==> config.mk <==
export PLATFORM = sky130hd
export DESIGN_NAME = csr_bank
export DESIGN_NICKNAME = d
export VERILOG_FILES = /design/src/rtl/csr_pkg.sv /design/src/rtl/csr_bank.sv
export SDC_FILE = /design/constraint.sdc
export NUM_CORES = 1
export LEC_CHECK = 0
export BUFFER_PORTS_ARGS = -buffer_cell sky130_fd_sc_hd__buf_2
export CAP_MARGIN = 20
export CORE_UTILIZATION = 43
export DETAILED_ROUTE_END_ITERATION = 12
export PLACE_DENSITY = 0.81
export SLEW_MARGIN = 10
export SYNTH_ARGS = -nofsm -noshare
export SYNTH_HDL_FRONTEND = slang
export SYNTH_SLANG_ARGS = --single-unit
==> constraint.sdc <==
create_clock -name ref_clk -period 1.8 [get_ports ref_clk]
set_input_delay 0.18 -clock ref_clk [delete_from_list [all_inputs] [get_ports ref_clk]]
set_output_delay 0.18 -clock ref_clk [all_outputs]
set_load 0.02 [all_outputs]
==> src/rtl/csr_pkg.sv <==
// Purpose: Constants and carrier types for the core special function register bank
// Assumes: Byte-wide special function register space, direct addressing 80H to FFH
// Notes:   Offsets, reset values and field positions live here only

`default_nettype none

package csr_pkg;

	// ----------------------------------------------------------------
	// Register offsets
	// ----------------------------------------------------------------
	localparam logic [7:0] ADR_STACK_TOP   = 8'h81;
	localparam logic [7:0] ADR_DP_LOW      = 8'h82;
	localparam logic [7:0] ADR_DP_HIGH     = 8'h83;
	localparam logic [7:0] ADR_POWER_CTRL  = 8'h87;
	localparam logic [7:0] ADR_SILICON_REV = 8'hC2;
	localparam logic [7:0] ADR_STATUS_WORD = 8'hD0;
	localparam logic [7:0] ADR_ARITH_MAIN  = 8'hE0;
	localparam logic [7:0] ADR_MULDIV_AUX  = 8'hF0;
	localparam logic [7:0] ADR_CAL_OFS_LOW = 8'hF1;
	localparam logic [7:0] ADR_CAL_OFS_HI  = 8'hF2;
	localparam logic [7:0] ADR_CAL_GAIN_LO = 8'hF3;
	localparam logic [7:0] ADR_CAL_GAIN_HI = 8'hF4;
	localparam logic [7:0] ADR_SERIAL_CTRL = 8'hF8;

	// ----------------------------------------------------------------
	// Reset values and unoccupied read value
	// ----------------------------------------------------------------
	localparam logic [7:0] RST_STACK_TOP   = 8'h07;
	localparam logic [7:0] RST_ZERO        = 8'h00;
	localparam logic [7:0] RST_CAL_OFS_HI  = 8'h20;
	localparam logic [7:0] RST_SERIAL_CTRL = 8'h04;
	localparam logic [7:0] RD_UNOCCUPIED   = 8'h00;
	// Arbitrary revision value
	localparam logic [7:0] SILICON_REV_DEF = 8'h3C;

	// ----------------------------------------------------------------
	// Field positions
	// ----------------------------------------------------------------
	localparam int STAT_CARRY      = 7;
	localparam int STAT_HALF_CARRY = 6;
	localparam int STAT_USER_ZERO  = 5;
	localparam int STAT_BANK_HIGH  = 4;
	localparam int STAT_BANK_LOW   = 3;
	localparam int STAT_OVERFLOW   = 2;
	localparam int STAT_USER_ONE   = 1;
	localparam int STAT_PARITY     = 0;
	localparam int SPI_MASTER_BIT = 4;
	localparam int SPI_RATE0_BIT  = 0;

	// ----------------------------------------------------------------
	// Carrier types
	// ----------------------------------------------------------------
	typedef struct packed {
		logic [7:0] addr;
		logic [7:0] wdata;
		logic       wr;
	} csr_byte_req_t;

	typedef struct packed {
		logic [7:0] addr;
		logic       wdata;
		logic       wr;
	} csr_bit_req_t;

	typedef struct packed {
		logic carry_out_flag;
		logic half_carry_flag;
		logic signed_result_error_flag;
	} csr_flags_t;

	typedef struct packed {
		logic uart_rate_doubler;
		logic serial_wake_interrupt_enable;
		logic ext0_wake_interrupt_enable;
		logic reserved;
		logic user_status_bit_high;
		logic user_status_bit_low;
		logic deep_sleep_enable;
		logic core_halt_enable;
	} csr_power_t;

endpackage : csr_pkg

`default_nettype wire

==> src/rtl/csr_bank.sv <==
// Purpose: Core special function registers with byte and bit access
// Assumes: All inputs synchronous to ref_clk; reads answer one cycle later
// Notes:   Stack, data pointer, status word, power control and calibration bytes

`timescale 1ns/100ps
`default_nettype none

module csr_bank #(
	parameter logic [7:0] SILICON_REV = csr_pkg::SILICON_REV_DEF,
	parameter logic [7:0] CAL_OFS_LOW = csr_pkg::RST_ZERO,
	parameter logic [7:0] CAL_OFS_HI  = csr_pkg::RST_CAL_OFS_HI,
	parameter logic [7:0] CAL_GAIN_LO = csr_pkg::RST_ZERO,
	parameter logic [7:0] CAL_GAIN_HI = csr_pkg::RST_ZERO
) (
	input  wire logic                   ref_clk,
	input  wire logic                   reset,
	input  wire csr_pkg::csr_byte_req_t byte_req,
	output logic [7:0]                  byte_rdata,
	input  wire csr_pkg::csr_bit_req_t  bit_req,
	output logic                        bit_rdata,
	input  wire logic                   arith_we,
	input  wire logic [7:0]             arith_wdata,
	input  wire logic                   aux_we,
	input  wire logic [7:0]             aux_d,
	input  wire logic                   flags_we,
	input  wire csr_pkg::csr_flags_t    flags_d,
	input  wire logic                   push_en,
	input  wire logic [7:0]             push_data,
	input  wire logic                   pop_en,
	input  wire logic                   ptr_we,
	input  wire logic [15:0]            ptr_wdata,
	input  wire logic                   ptr_inc,
	input  wire logic                   slave_select_pin,
	output logic                        ram_wr_en,
	output logic [7:0]                  ram_wr_addr,
	output logic [7:0]                  ram_wr_data,
	output logic [7:0]                  stack_top_reg,
	output logic [15:0]                 data_pointer_word,
	output logic [7:0]                  arith_main_reg,
	output logic [7:0]                  multiply_divide_aux_reg,
	output logic [7:0]                  cpu_status_word,
	output logic [1:0]                  reg_bank_sel,
	output csr_pkg::csr_power_t         power_control_reg,
	output logic [7:0]                  serial_ctrl,
	output logic [31:0]                 adc_cal_coeffs
);
	import csr_pkg::*;

	// ----------------------------------------------------------------
	// Helper functions
	// ----------------------------------------------------------------
	// Byte write replaces, bit write patches one bit, else hold
	function automatic logic [7:0] merge_wr(
		input logic [7:0]    cur,
		input logic [7:0]    adr,
		input csr_byte_req_t br,
		input csr_bit_req_t  bt
	);
		logic [7:0] res;
		res = cur;
		if (br.wr && br.addr == adr) begin
			res = br.wdata;
		end
		if (bt.wr && {bt.addr[7:3], 3'h0} == adr && adr[2:0] == 3'h0) begin
			res[bt.addr[2:0]] = bt.wdata;
		end
		return res;
	endfunction : merge_wr

	// ----------------------------------------------------------------
	// State
	// ----------------------------------------------------------------
	logic [7:0]  stk_q;
	logic [7:0]  stk_d;
	logic [7:0]  ptr_lo_q;
	logic [7:0]  ptr_lo_d;
	logic [7:0]  ptr_hi_q;
	logic [7:0]  ptr_hi_d;
	logic [7:0]  pwr_q;
	logic [7:0]  pwr_d;
	logic [7:1]  stat_q;
	logic [7:0]  stat_d;
	logic [7:0]  arith_q;
	logic [7:0]  arith_d;
	logic [7:0]  aux_q;
	logic [7:0]  aux_d_n;
	logic [7:0]  spi_q;
	logic [7:0]  spi_d;
	logic [7:0]  ofsl_q;
	logic [7:0]  ofsh_q;
	logic [7:0]  gainl_q;
	logic [7:0]  gainh_q;
	logic [7:0]  ofsl_d;
	logic [7:0]  ofsh_d;
	logic [7:0]  gainl_d;
	logic [7:0]  gainh_d;
	logic        ram_wr_en_q;
	logic [7:0]  ram_wr_addr_q;
	logic [7:0]  ram_wr_data_q;
	logic [7:0]  rdata_q;
	logic        rbit_q;

	// ----------------------------------------------------------------
	// Derived wires
	// ----------------------------------------------------------------
	wire logic             parity_w;
	wire logic [7:0]       stat_full;
	wire logic [7:0]       spi_view;
	wire logic [7:0]       stk_next;
	wire logic [7:0]       stk_prev;
	wire logic [15:0]      ptr_word;
	wire logic [15:0]      ptr_plus;
	wire logic [7:0]       bit_byte_adr;
	wire logic [12:0][7:0] rd_regs;
	wire logic [7:0]       rd_mux;
	wire logic [7:0]       bit_src;
	wire logic             bit_val;

	assign parity_w  = ^arith_q;
	assign stat_full = {stat_q, parity_w};

	// Rate bit zero shows slave select pin while the master bit is clear
	assign spi_view = spi_q[SPI_MASTER_BIT] ? spi_q
		: {spi_q[7:1], slave_select_pin};

	assign stk_next = stk_q + 8'h01;
	assign stk_prev = stk_q - 8'h01;

	assign ptr_word = {ptr_hi_q, ptr_lo_q};
	assign ptr_plus = ptr_word + 16'h0001;

	assign bit_byte_adr = {bit_req.addr[7:3], 3'h0};

	// ----------------------------------------------------------------
	// Read sources
	// ----------------------------------------------------------------
	// Sources go in as an argument so reads follow every state change
	assign rd_regs[0]  = stk_q;
	assign rd_regs[1]  = ptr_lo_q;
	assign rd_regs[2]  = ptr_hi_q;
	assign rd_regs[3]  = pwr_q;
	assign rd_regs[4]  = SILICON_REV;
	assign rd_regs[5]  = stat_full;
	assign rd_regs[6]  = arith_q;
	assign rd_regs[7]  = aux_q;
	assign rd_regs[8]  = ofsl_q;
	assign rd_regs[9]  = ofsh_q;
	assign rd_regs[10] = gainl_q;
	assign rd_regs[11] = gainh_q;
	assign rd_regs[12] = spi_view;

	// ----------------------------------------------------------------
	// Read decode
	// ----------------------------------------------------------------
	// Unoccupied offsets read a fixed value; reserved bits read back as stored
	function automatic logic [7:0] read_sel(
		input logic [7:0]       adr,
		input logic [12:0][7:0] regs
	);
		logic [7:0] r;
		r = RD_UNOCCUPIED;
		case (adr)
			ADR_STACK_TOP:   r = regs[0];
			ADR_DP_LOW:      r = regs[1];
			ADR_DP_HIGH:     r = regs[2];
			ADR_POWER_CTRL:  r = regs[3];
			ADR_SILICON_REV: r = regs[4];
			ADR_STATUS_WORD: r = regs[5];
			ADR_ARITH_MAIN:  r = regs[6];
			ADR_MULDIV_AUX:  r = regs[7];
			ADR_CAL_OFS_LOW: r = regs[8];
			ADR_CAL_OFS_HI:  r = regs[9];
			ADR_CAL_GAIN_LO: r = regs[10];
			ADR_CAL_GAIN_HI: r = regs[11];
			ADR_SERIAL_CTRL: r = regs[12];
			default:         r = RD_UNOCCUPIED;
		endcase
		return r;
	endfunction : read_sel

	assign rd_mux  = read_sel(byte_req.addr, rd_regs);
	assign bit_src = read_sel(bit_byte_adr, rd_regs);
	assign bit_val = bit_src[bit_req.addr[2:0]];

	// ----------------------------------------------------------------
	// Next-state logic
	// ----------------------------------------------------------------
	// Byte and bit writes update only decoded offsets; core strobes also update storage
	always_comb begin
		stk_d = stk_q;
		if (push_en) begin
			stk_d = stk_next;
		end else if (pop_en) begin
			stk_d = stk_prev;
		end
		stk_d = merge_wr(stk_d, ADR_STACK_TOP, byte_req, bit_req);

		// Word load, increment, or byte access
		ptr_lo_d = ptr_lo_q;
		ptr_hi_d = ptr_hi_q;
		if (ptr_we) begin
			ptr_hi_d = ptr_wdata[15:8];
			ptr_lo_d = ptr_wdata[7:0];
		end else if (ptr_inc) begin
			ptr_hi_d = ptr_plus[15:8];
			ptr_lo_d = ptr_plus[7:0];
		end
		ptr_lo_d = merge_wr(ptr_lo_d, ADR_DP_LOW, byte_req, bit_req);
		ptr_hi_d = merge_wr(ptr_hi_d, ADR_DP_HIGH, byte_req, bit_req);

		pwr_d = merge_wr(pwr_q, ADR_POWER_CTRL, byte_req, bit_req);

		// Core flag updates, then direct writes
		stat_d = stat_full;
		if (flags_we) begin
			stat_d[STAT_CARRY]      = flags_d.carry_out_flag;
			stat_d[STAT_HALF_CARRY] = flags_d.half_carry_flag;
			stat_d[STAT_OVERFLOW]   = flags_d.signed_result_error_flag;
		end
		stat_d = merge_wr(stat_d, ADR_STATUS_WORD, byte_req, bit_req);

		arith_d = arith_we ? arith_wdata : arith_q;
		arith_d = merge_wr(arith_d, ADR_ARITH_MAIN, byte_req, bit_req);

		aux_d_n = aux_we ? aux_d : aux_q;
		aux_d_n = merge_wr(aux_d_n, ADR_MULDIV_AUX, byte_req, bit_req);

		spi_d = merge_wr(spi_q, ADR_SERIAL_CTRL, byte_req, bit_req);

		ofsl_d  = merge_wr(ofsl_q, ADR_CAL_OFS_LOW, byte_req, bit_req);
		ofsh_d  = merge_wr(ofsh_q, ADR_CAL_OFS_HI, byte_req, bit_req);
		gainl_d = merge_wr(gainl_q, ADR_CAL_GAIN_LO, byte_req, bit_req);
		gainh_d = merge_wr(gainh_q, ADR_CAL_GAIN_HI, byte_req, bit_req);
	end

	// ----------------------------------------------------------------
	// Register update
	// ----------------------------------------------------------------
	always_ff @(posedge ref_clk) begin
		if (reset) begin
			stk_q    <= RST_STACK_TOP;
			ptr_lo_q <= RST_ZERO;
			ptr_hi_q <= RST_ZERO;
			pwr_q    <= RST_ZERO;
			stat_q   <= RST_ZERO[7:1];
			arith_q  <= RST_ZERO;
			aux_q   <= RST_ZERO;
			spi_q   <= RST_SERIAL_CTRL;
			ofsl_q  <= CAL_OFS_LOW;
			ofsh_q  <= CAL_OFS_HI;
			gainl_q <= CAL_GAIN_LO;
			gainh_q <= CAL_GAIN_HI;
		end else begin
			stk_q    <= stk_d;
			ptr_lo_q <= ptr_lo_d;
			ptr_hi_q <= ptr_hi_d;
			pwr_q    <= pwr_d;
			stat_q   <= stat_d[7:1];
			arith_q  <= arith_d;
			aux_q   <= aux_d_n;
			spi_q   <= spi_d;
			ofsl_q  <= ofsl_d;
			ofsh_q  <= ofsh_d;
			gainl_q <= gainl_d;
			gainh_q <= gainh_d;
		end
	end

	// RAM write at the incremented address
	always_ff @(posedge ref_clk) begin
		if (reset) begin
			ram_wr_en_q   <= 1'b0;
			ram_wr_addr_q <= RST_ZERO;
			ram_wr_data_q <= RST_ZERO;
		end else begin
			ram_wr_en_q   <= push_en;
			ram_wr_addr_q <= push_en ? stk_next : ram_wr_addr_q;
			ram_wr_data_q <= push_en ? push_data : ram_wr_data_q;
		end
	end

	// Read data registered, one cycle after request
	always_ff @(posedge ref_clk) begin
		if (reset) begin
			rdata_q <= RST_ZERO;
			rbit_q  <= 1'b0;
		end else begin
			rdata_q <= rd_mux;
			rbit_q  <= bit_val;
		end
	end

	// ----------------------------------------------------------------
	// Outputs
	// ----------------------------------------------------------------
	assign byte_rdata              = rdata_q;
	assign bit_rdata               = rbit_q;
	assign ram_wr_en               = ram_wr_en_q;
	assign ram_wr_addr             = ram_wr_addr_q;
	assign ram_wr_data             = ram_wr_data_q;
	assign stack_top_reg           = stk_q;
	assign data_pointer_word       = ptr_word;
	assign arith_main_reg          = arith_q;
	assign multiply_divide_aux_reg = aux_q;
	assign cpu_status_word         = stat_full;
	assign reg_bank_sel            = {stat_q[STAT_BANK_HIGH], stat_q[STAT_BANK_LOW]};
	assign power_control_reg       = pwr_q;
	assign serial_ctrl             = spi_q;
	assign adc_cal_coeffs          = {gainh_q, gainl_q, ofsh_q, ofsl_q};

endmodule : csr_bank

`default_nettype wire

==> impl_metrics.yaml, run 1 <==
outcome:
  status: "finished clean"
yosys:
  main_combinational_cell_family_by_area_after_synthesis: "simple AND/OR/NAND/NOR gates"
  synth-seq-area-share_pct: 34.0
  ys_seq_elements: 121
  synth.area.mux_share_pct: 14.6
  async_set_or_reset_flop_fraction_in_the_synthesized_netlist_pct: 0
  synth_cell_types: 62
  syn-cell-area_um2: 7120
  synthCells: 886
  synth.net_count: 969
  synthAdderAreaFrac_pct: 0.668
  synth_area_in_compound_gates_pct: 18.8
  synth_xor_xnor_area_share_pct: 4.30
  synthFlopType: "sky130_fd_sc_hd__dfxtp_1"
  synth-warning-count: 0
  avg_inst_size_synth_um2: 8.04
  synth_simple_gate_area_share_pct: 22.5
  count_of_flip_flops_with_a_built_in_enable_after_synthesis: 0
power_and_ir_drop:
  netSwitchingFraction_pct: 28.5
  power_leakage_nw: 4.27
  p_int_mw: 5.68
  power.ir.vdd_worst_mv: 0.599
  share_clk_of_total_power_pct: 46.9
  power.density_cell_area_nw_per_um2: 827
  net-switching-power_mw: 2.27
  power.share.sequential_pct: 36.1
  power.combinational.fraction_pct: 17.0
setup_path:
  worst-endpoint-required_ps: 1620
  rrSetupSlack_ps: 80
  cp-startpoint: "arith_main_reg[4]"
  critical_path.max_fanout: 5
  rr_endpoint: "ptr_hi_q[7]"
  worstRegToRegCells: 6
  critPathCapture: "cpu_status_word[0]"
  setup.worst_path.class: "reg2out"
  r2r-start: "ptr_lo_q[0]"
  arrival_ps: 1540
  timing.critical_path.from_type: "register"
  endpoint_kind: "primary output"
final_layout:
  growth_of_design_area_from_synthesis_to_finish_pct: 35.0
  most_used_cells_in_the_layout_excluding_fill_and_tap_cells: "sky130_fd_sc_hd__buf_2 (202), sky130_fd_sc_hd__dfxtp_1 (116), sky130_fd_sc_hd__nor2_1 (110), sky130_fd_sc_hd__mux2i_1 (97), sky130_fd_sc_hd__nand2_1 (95)"
  final_net_count: 1213
  antenna_cells: 0
  layout.cells.most_common: "sky130_fd_sc_hd__buf_2"
  fillerInstances: 1459
  utilization_pct: 60.1
  share_of_layout_cells_above_drive_strength_1_pct: 31.1
  layout.cells.non_filler: 1359
global_routing:
  grt_max_degree: 100
  grt_overflow: 0
  grt_first_pass_wirelength_mm: 42.0
  grt_antenna_before_repair: 1
  grt_use_total_pct: 33.1
  grt_pass1_vias: 7549
place:
  place_worst_setup_slack_ps: -74.6
  routabilityCongestion: 0.964
  dpl.hpwl_mm: 20.3
  io_buffers: 203
  place.detailed.instances: 1317
sta:
  slew_headroom_pct: 58.6
  report.final.hold_viol_count: 0
  tightestPinTransition_ps: 621
  final_min_period_over_clock_period_pct: 95.4
  worst_slack_ps: 82.4
  min_period_ps: 1720
  clock_skew_ps: 8.96
  setup-violations-final: 0
  clock.fmax_mhz: 582
  hold_ws_ps: 73.4
  timing.final.max_slew_violations: 0
flow_run:
  drv_cap: 0
detailed_routing:
  vias: 8210
  violation_count_after_the_first_detailed_routing_iteration: 1015
  residual_drc: 0
  detailroute.wirelength.met3_mm: 2.78
  top_signal_layer_used: "met5"
  routed_via_density: 6.04
  antenna_left: 0
  routed_met1_length_mm: 11.3
  wire_per_inst_um: 20.8
  met2_wirelength_mm: 13.1
  dr.pass1.iters: 8
  finalWirelength_mm: 28.3
floorplan:
  coreArea_um2: 16000
  die_width_um: 131
  effective_utilization_at_floorplan_pct: 44.5
  fp-row-count: 46
  die_area_um2: 17100
  die_height_um: 131
  pin_count: 204
clock_tree:
  cts_htree_levels: 4
  cts_made_buffers: 17
  clk_latency_ps: 430
  cts_tree: "yes"
  tritoncts_num_sinks: 121
  clockBufferDepth: 2
  ctsRootBufferMaster: "sky130_fd_sc_hd__clkbuf_16"
  clk_pin_slew_ps: 60
worst_hold_path:
  hold_depth: 3
  worst_hold_path_class: "in2reg"
power groups by stage:
stage	logic [mW]	registers, mW	clock network, mW
after detailed placement	1.27	2.92	0
after global routing	1.43	2.88	3.85
after floorplan	0.634	3.03	0
after global placement	1.25	2.92	0
after CTS	1.30	2.87	3.74
final	1.35	2.87	3.73
kinds of logic (layout without fill, tap and decap cells):
group / Yosys count / after routing
fa+ha+maj: 4 / 4
flops: 121 / 121
xor+xnor: 35 / 35
buf+inv: 86 / 343
mux: 103 / 103
simple gates: 334 / 334
compound gates: 203 / 203
metrics by stage:
step	TNS, ps	area [µm²]	total power [mW]
after floorplan	-124	7160	3.67
after global placement	-177	8840	4.17
after detailed placement	-882	8840	4.20
after CTS	0	9570	7.90
after global routing	-24.5	9620	8.16
final	0	9620	7.95
routing by layer:
layer  up-vias  track usage, %
met2       544            54.4
met4         2            14.7
li1       3715               -
met5         -               0
met1      3849            42.1
met3       100            6.47
area by class of cell:
class                   instances  area, µm²  share of cell area, %
flip-flops and latches        121       2430                   25.3
well taps                     216        270                   2.81
clock inverters                13        193                   2.00
multi-input cells             679       4390                   45.6
clock buffers                  19        443                   4.61
inverters                       9       33.8                  0.351
repair buffers                302       1860                   19.3
worst max-delay path: stages, from the launching register on:
cell and delay [ps]:
sky130_fd_sc_hd__dfxtp_4 380, sky130_fd_sc_hd__xnor2_2 170, sky130_fd_sc_hd__xnor2_1 150, sky130_fd_sc_hd__xnor2_1 140, sky130_fd_sc_hd__buf_4 140, sky130_fd_sc_hd__buf_4 130
how the worst min path moves through the flow:
stage | endpoint | from | slack [ps]
floorplan | bit_rdata | bit_req[9] | 310
global placement | ram_wr_data[5] | push_data[5] | 410
detailed placement | ram_wr_data[3] | push_data[3] | 420
CTS | bit_rdata | bit_req[9] | 60
global route | bit_rdata | bit_req[9] | 100
finish | bit_rdata | bit_req[9] | 70
cells in the mapped netlist (all sizes together), types with 2 or more instances:
library cell / count / area, µm²
a221o: 2 / 20.0
o22ai: 5 / 31.3
nand3b: 6 / 45.0
nor4b: 2 / 17.5
nand3: 42 / 215
dfxtp: 121 / 2420
a211oi: 12 / 90.1
or3b: 4 / 35.0
nand4: 17 / 106
clkbuf: 45 / 169
mux2i: 97 / 971
xnor2: 24 / 210
ha: 3 / 37.5
o221ai: 14 / 123
and4: 2 / 17.5
a22o: 9 / 78.8
o21ai: 40 / 200
a221oi: 9 / 78.8
a21oi: 63 / 315
inv: 9 / 33.8
a32oi: 2 / 17.5
a311oi: 2 / 17.5
or4b: 2 / 20.0
a22oi: 16 / 120
nor4: 9 / 56.3
and2: 5 / 31.3
nand4b: 2 / 17.5
nand2: 95 / 357
and3: 8 / 50.1
nand2b: 7 / 43.8
nor3: 7 / 57.6
nor2: 111 / 419
nor2b: 6 / 37.5
xor2: 11 / 96.3
buf: 32 / 163
o211ai: 5 / 37.5
nor3b: 5 / 42.5
o311a: 9 / 90.1
mux2: 6 / 67.6
a31oi: 7 / 43.8
timing repair:
item,4_1_cts,5_1_grt
endpoints found under the setup margin,1,6
buffers inserted,0,2
hold buffers,8,0
pin swaps,0,6
endpoints found under the hold margin,8,0
resized for setup,3,7
(Power assumes the default switching activity.)
==> run 2: changes to the inputs <==
CORE_MARGIN = 5   (was not set)
PLACE_DENSITY = not set   (was 0.81)
PLACE_DENSITY_LB_ADDON = 0.12   (was not set)
==> run 2 against run 1 <==
Critical path type unchanged. Die area grew 13%. Largest power group unchanged. Highest routed layer unchanged. Critical path depth stayed put. Cell area increased by 0.68%.
==> impl_metrics.yaml, run 2 (synthesized netlist as in run 1, its figures left out) <==
sta:
  slew_headroom_pct: 58.6
  hold_ws_ps: 57.7
  report.final.hold_viol_count: 0
  tightestPinTransition_ps: 620
  timing.final.max_slew_violations: 0
  unrepaired_setup_endpoints_after_global_routing: "yes"
  setup-violations-final: 0
  clock_skew_ps: 12.1
  final_min_period_over_clock_period_pct: 97.7
  min_period_ps: 1760
  clock.fmax_mhz: 569
setup_path:
  worst-endpoint-required_ps: 1620
  rr_endpoint: "stack_top_reg[7]"
  critical_path.n_buffers_inverters: 2
  rrSetupSlack_ps: 100
  timing.critical_path.from_type: "register"
  cp-startpoint: "arith_main_reg[0]"
  crit_chain: "xor2_1, xnor2_1, xnor2_1, buf_4, buf_6"
  setup.worst_path.class: "reg2out"
  largest_incremental_delay_on_the_critical_path_ps: 320
  arrival_ps: 1580
  endpoint_kind: "primary output"
  path_common_cell: "sky130_fd_sc_hd__xnor2_1"
  critical_path.max_fanout: 2
  worstRegToRegCells: 6
  worst_path_max_delay_cell: "sky130_fd_sc_hd__dfxtp_2"
  r2r-start: "stack_top_reg[0]"
  critical-path-top-delay-family: "XOR/XNOR gates"
place:
  routabilityCongestion: 0.916
  detailed_place.area_um2: 8890
  dpl.hpwl_mm: 20.6
  io_buffers: 203
final_layout:
  final_area_um2: 9680
  share_of_layout_cells_above_drive_strength_1_pct: 31.7
  most_used_cells_in_the_layout_excluding_fill_and_tap_cells: "sky130_fd_sc_hd__buf_2 (202), sky130_fd_sc_hd__dfxtp_1 (112), sky130_fd_sc_hd__nor2_1 (110), sky130_fd_sc_hd__mux2i_1 (97), sky130_fd_sc_hd__nand2_1 (95)"
  growth_of_design_area_from_synthesis_to_finish_pct: 36.0
  fillerInstances: 1565
  antenna_cells: 0
  layout.cells.most_common: "sky130_fd_sc_hd__buf_2"
  final_net_count: 1220
detailed_routing:
  antenna_left: 0
  violation_count_after_the_first_detailed_routing_iteration: 587
  wire_per_inst_um: 20.5
  residual_drc: 0
  routed_via_density: 5.66
  finalWirelength_mm: 28.0
  vias: 7761
  dr.pass1.iters: 5
global_routing:
  grt_pass1_vias: 7363
  grt_antenna_before_repair: 1
  grt_max_degree: 100
  grt_overflow: 0
  grt_first_pass_wirelength_mm: 42.4
  grt_use_total_pct: 27.9
power_and_ir_drop:
  power.density_cell_area_nw_per_um2: 818
  power_leakage_nw: 4.31
  total_power_mw: 7.92
  power.ir.vdd_worst_mv: 0.771
floorplan:
  coreArea_um2: 16400
  die_height_um: 139
  effective_utilization_at_floorplan_pct: 43.4
  pin_count: 204
  die_width_um: 139
  die_area_um2: 19200
  fp-row-count: 47
clock_tree:
  clockBufferDepth: 2
  clk_pin_slew_ps: 50
  ctsRootBufferMaster: "sky130_fd_sc_hd__clkbuf_16"
  clk_latency_ps: 420
  tritoncts_num_sinks: 121
  cts_htree_levels: 4
  cts_made_buffers: 17
  cts_tree: "yes"
outcome:
  status: "finished clean"
worst_hold_path:
  worst_hold_path_class: "in2reg"
  worst_hold_path.endpoint: "bit_rdata"
  hold_depth: 3
  hp-start: "bit_req[9]"
flow_run:
  drv_cap: 0
## run 2: changes by cell type in the layout (fill, tap and decap cells not counted), sizes merged
cell      before  now
inv           12   10
buf          294  301
clkbuf        19   22
clkinvlp       2    3
clkinv         4    2
## run 2: final cells by class
cell class	count	area (µm²)	area share, %
flip-flops and latches	121	2440	25.2
repair buffers	309	1910	19.8
clock buffers	22	474	4.90
inverters	9	33.8	0.349
clock inverters	10	165	1.71
well taps	220	275	2.84
multi-input cells	679	4390	45.3
## run 2: how the worst max path moves through the flow
| stage | end | slack (ps) | depth (start not counted) |
|---|---|---|---|
| finish | cpu_status_word[0] | 40 | 5 |
| CTS | cpu_status_word[0] | 3 | 5 |
| global route | cpu_status_word[0] | -30 | 5 |
| floorplan | ptr_hi_q[7] | -50 | 6 |
| detailed placement | ptr_hi_q[7] | -120 | 7 |
| global placement | ptr_hi_q[5] | -70 | 7 |
## run 2: metrics by stage
stage	instances	setup slack, ps	setup TNS (ps)	utilization, %
floorplan	886	-48.9	-124	-
global placement	1326	-66.0	-400	54.2
detailed placement	1326	-118	-761	54.2
CTS	1369	2.92	0	58.8
global route	1370	-30.3	-30.3	59.0
finish	1370	41.8	0	59.0
## run 2: per-layer routing
layer	up-vias	share of wire (%)	GRT usage (%)
li1	3720	-	-
met1	3617	42	35.7
met2	360	46	45.8
met3	62	8.4	6.52
met4	2	3.4	10.7
met5	-	0.046	0
## run 2: power breakdown
part	leakage, nW	switching (mW)	internal (mW)
Clock	0.303	1.25	2.43
Sequential	0.989	0.0927	2.78
Combinational	3.02	0.797	0.565
## run 2: timing repair
| item | CTS | global route |
|---|---|---|
| setup endpoints to repair | 1 | 5 |
| buffers inserted | 3 | 1 |
| hold buffers | 8 | 0 |
| pin swaps | 2 | 4 |
| resized for setup | 7 | 7 |
| hold endpoints to repair | 8 | 0 |
## run 2: worst min-delay path, stage by stage
cell                      delay, ps
sky130_fd_sc_hd__buf_2          130
sky130_fd_sc_hd__nand4_1         80
sky130_fd_sc_hd__a41oi_1         50
==> run 3: changes to the inputs <==
CORE_MARGIN = 2   (was 5)
==> run 3 against run 2 <==
Sequential share of layout area about the same. Flip-flop and latch count unchanged. Global-route usage up 2.7 points. Final cell count up 0.36%. Clock power down 10%. Cell area down 0.22%. Via count up 1.2%.
==> impl_metrics.yaml, run 3 (synthesized netlist as in run 1, its figures left out) <==
outcome:
  status: "finished clean"
setup_path:
  worst-endpoint-required_ps: 1620
  worst_path_max_delay_cell: "sky130_fd_sc_hd__dfxtp_4"
  largest_incremental_delay_on_the_critical_path_ps: 370
  setup.worst_path.class: "reg2out"
  arrival_ps: 1540
  timing.critical_path.from_type: "register"
  critical-path-top-delay-family: "XOR/XNOR gates"
  critical_path.max_fanout: 5
  critical_path.n_buffers_inverters: 2
  crit_chain: "xnor2_2, xnor2_1, xnor2_1, buf_4, buf_4"
  endpoint_kind: "primary output"
sta:
  report.final.hold_viol_count: 0
  final_min_period_over_clock_period_pct: 95.4
  unrepaired_setup_endpoints_after_global_routing: "no"
  worst_slack_ps: 83.7
  timing.final.max_slew_violations: 0
  min_period_ps: 1720
  setup-violations-final: 0
  tightestPinTransition_ps: 620
  slew_headroom_pct: 58.7
  hold_ws_ps: 57.9
  clock.fmax_mhz: 583
  clock_skew_ps: 6.87
clock_tree:
  tritoncts_num_sinks: 121
  cts_tree: "yes"
  clk_latency_ps: 430
  clk_pin_slew_ps: 60
  cts_htree_levels: 4
  cts_made_buffers: 17
  ctsRootBufferMaster: "sky130_fd_sc_hd__clkbuf_16"
  clockBufferDepth: 2
place:
  place_worst_setup_slack_ps: -133
  io_buffers: 203
  detailed_place.area_um2: 8950
  routabilityCongestion: 0.959
  dpl.hpwl_mm: 20.2
detailed_routing:
  met2_wirelength_mm: 12.7
  detailroute.wirelength.met3_mm: 2.16
  finalWirelength_mm: 27.4
  residual_drc: 0
  violation_count_after_the_first_detailed_routing_iteration: 663
  wire_per_inst_um: 19.9
  vias: 7858
  top_signal_layer_used: "met4"
  routed_via_density: 5.71
  routed_met1_length_mm: 11.5
  dr.pass1.iters: 5
  antenna_left: 0
power_and_ir_drop:
  net-switching-power_mw: 2.18
  power.share.sequential_pct: 38.2
  power_leakage_nw: 4.30
  power.density_cell_area_nw_per_um2: 780
  power.combinational.fraction_pct: 17.9
  power.ir.vdd_worst_mv: 0.671
  p_int_mw: 5.35
  share_clk_of_total_power_pct: 43.9
  netSwitchingFraction_pct: 28.9
  total_power_mw: 7.53
final_layout:
  fillerInstances: 1547
  most_used_cells_in_the_layout_excluding_fill_and_tap_cells: "sky130_fd_sc_hd__buf_2 (202), sky130_fd_sc_hd__dfxtp_1 (115), sky130_fd_sc_hd__nor2_1 (110), sky130_fd_sc_hd__buf_4 (98), sky130_fd_sc_hd__mux2i_1 (97)"
  layout.area.seq_um2: 2430
  area_taken_by_multi_input_logic_gates_um2: 4410
  final_net_count: 1225
  layout.cells.most_common: "sky130_fd_sc_hd__buf_2"
  antenna_cells: 0
  share_of_layout_cells_above_drive_strength_1_pct: 31.9
  growth_of_design_area_from_synthesis_to_finish_pct: 35.7
  final_area_um2: 9660
  utilization_pct: 58.9
floorplan:
  coreArea_um2: 16400
  fp-row-count: 47
  die_area_um2: 17600
  pin_count: 204
  die_height_um: 133
  effective_utilization_at_floorplan_pct: 43.4
  die_width_um: 133
flow_run:
  drv_cap: 0
global_routing:
  grt_pass1_vias: 7289
  grt_max_degree: 60
  grt_use_total_pct: 30.6
  grt_overflow: 0
  grt_antenna_before_repair: 0
  grt_first_pass_wirelength_mm: 41.5
worst_hold_path:
  worst_hold_path_class: "in2reg"
==> run 3: metal layers <==
layer / up-vias / GRT usage (%)
li1: 3726 / -
met1: 3662 / 39.1
met2: 399 / 49.5
met3: 71 / 6.44
met4: 0 / 14.5
met5: - / 0
==> run 3: path summary, 6_finish.rpt <==
path / startpoint / endpoint / slack, ps / depth (start not counted)
hold / removal: bit_req[9] / bit_rdata / 60 / 3
setup reg to reg: stack_top_reg[0] / stack_top_reg[6] / 90 / 8
setup / recovery: arith_main_reg[4] / cpu_status_word[0] / 80 / 5
hold reg to reg: ofsh_q[2] / ofsh_q[2] / 470 / 2
==> run 3: through the flow <==
| stage | cells | TNS, ps |
|---|---|---|
| 2_1_floorplan | 886 | -124 |
| 3_3_place_gp | 1334 | -910 |
| 3_5_place_dp | 1334 | -936 |
| 4_1_cts | 1374 | 0 |
| 5_1_grt | 1375 | 0 |
| 6_report | 1375 | 0 |
==> run 3: area by class of cell <==
class | count | share of cell area (%)
multi-input combinational | 679 | 45.6
sequential | 121 | 25.2
timing repair buffer | 314 | 20.2
clock buffer | 19 | 4.48
tap | 220 | 2.85
clock inverter | 13 | 1.33
inverter | 9 | 0.350
==> run 3: worst min-delay path, stage by stage <==
cell,delay (ps)
sky130_fd_sc_hd__buf_2,130
sky130_fd_sc_hd__nand4_1,70
sky130_fd_sc_hd__a41oi_1,50
==> run 3: power groups by stage <==
stage	registers, mW	clock network, mW	logic [mW]
CTS	2.87	3.32	1.31
detailed placement	2.93	0	1.29
global route	2.89	3.43	1.45
finish	2.88	3.31	1.35
floorplan	3.03	0	0.634
global placement	2.93	0	1.28
==> run 3: what timing repair did <==
action                                  4_1_cts  5_1_grt
endpoints found under the setup margin        2        6
endpoints found under the hold margin         8        0
gates resized for setup                       4       10
hold buffers                                  8        0
setup buffers                                 0        1
pin swaps                                     0        4
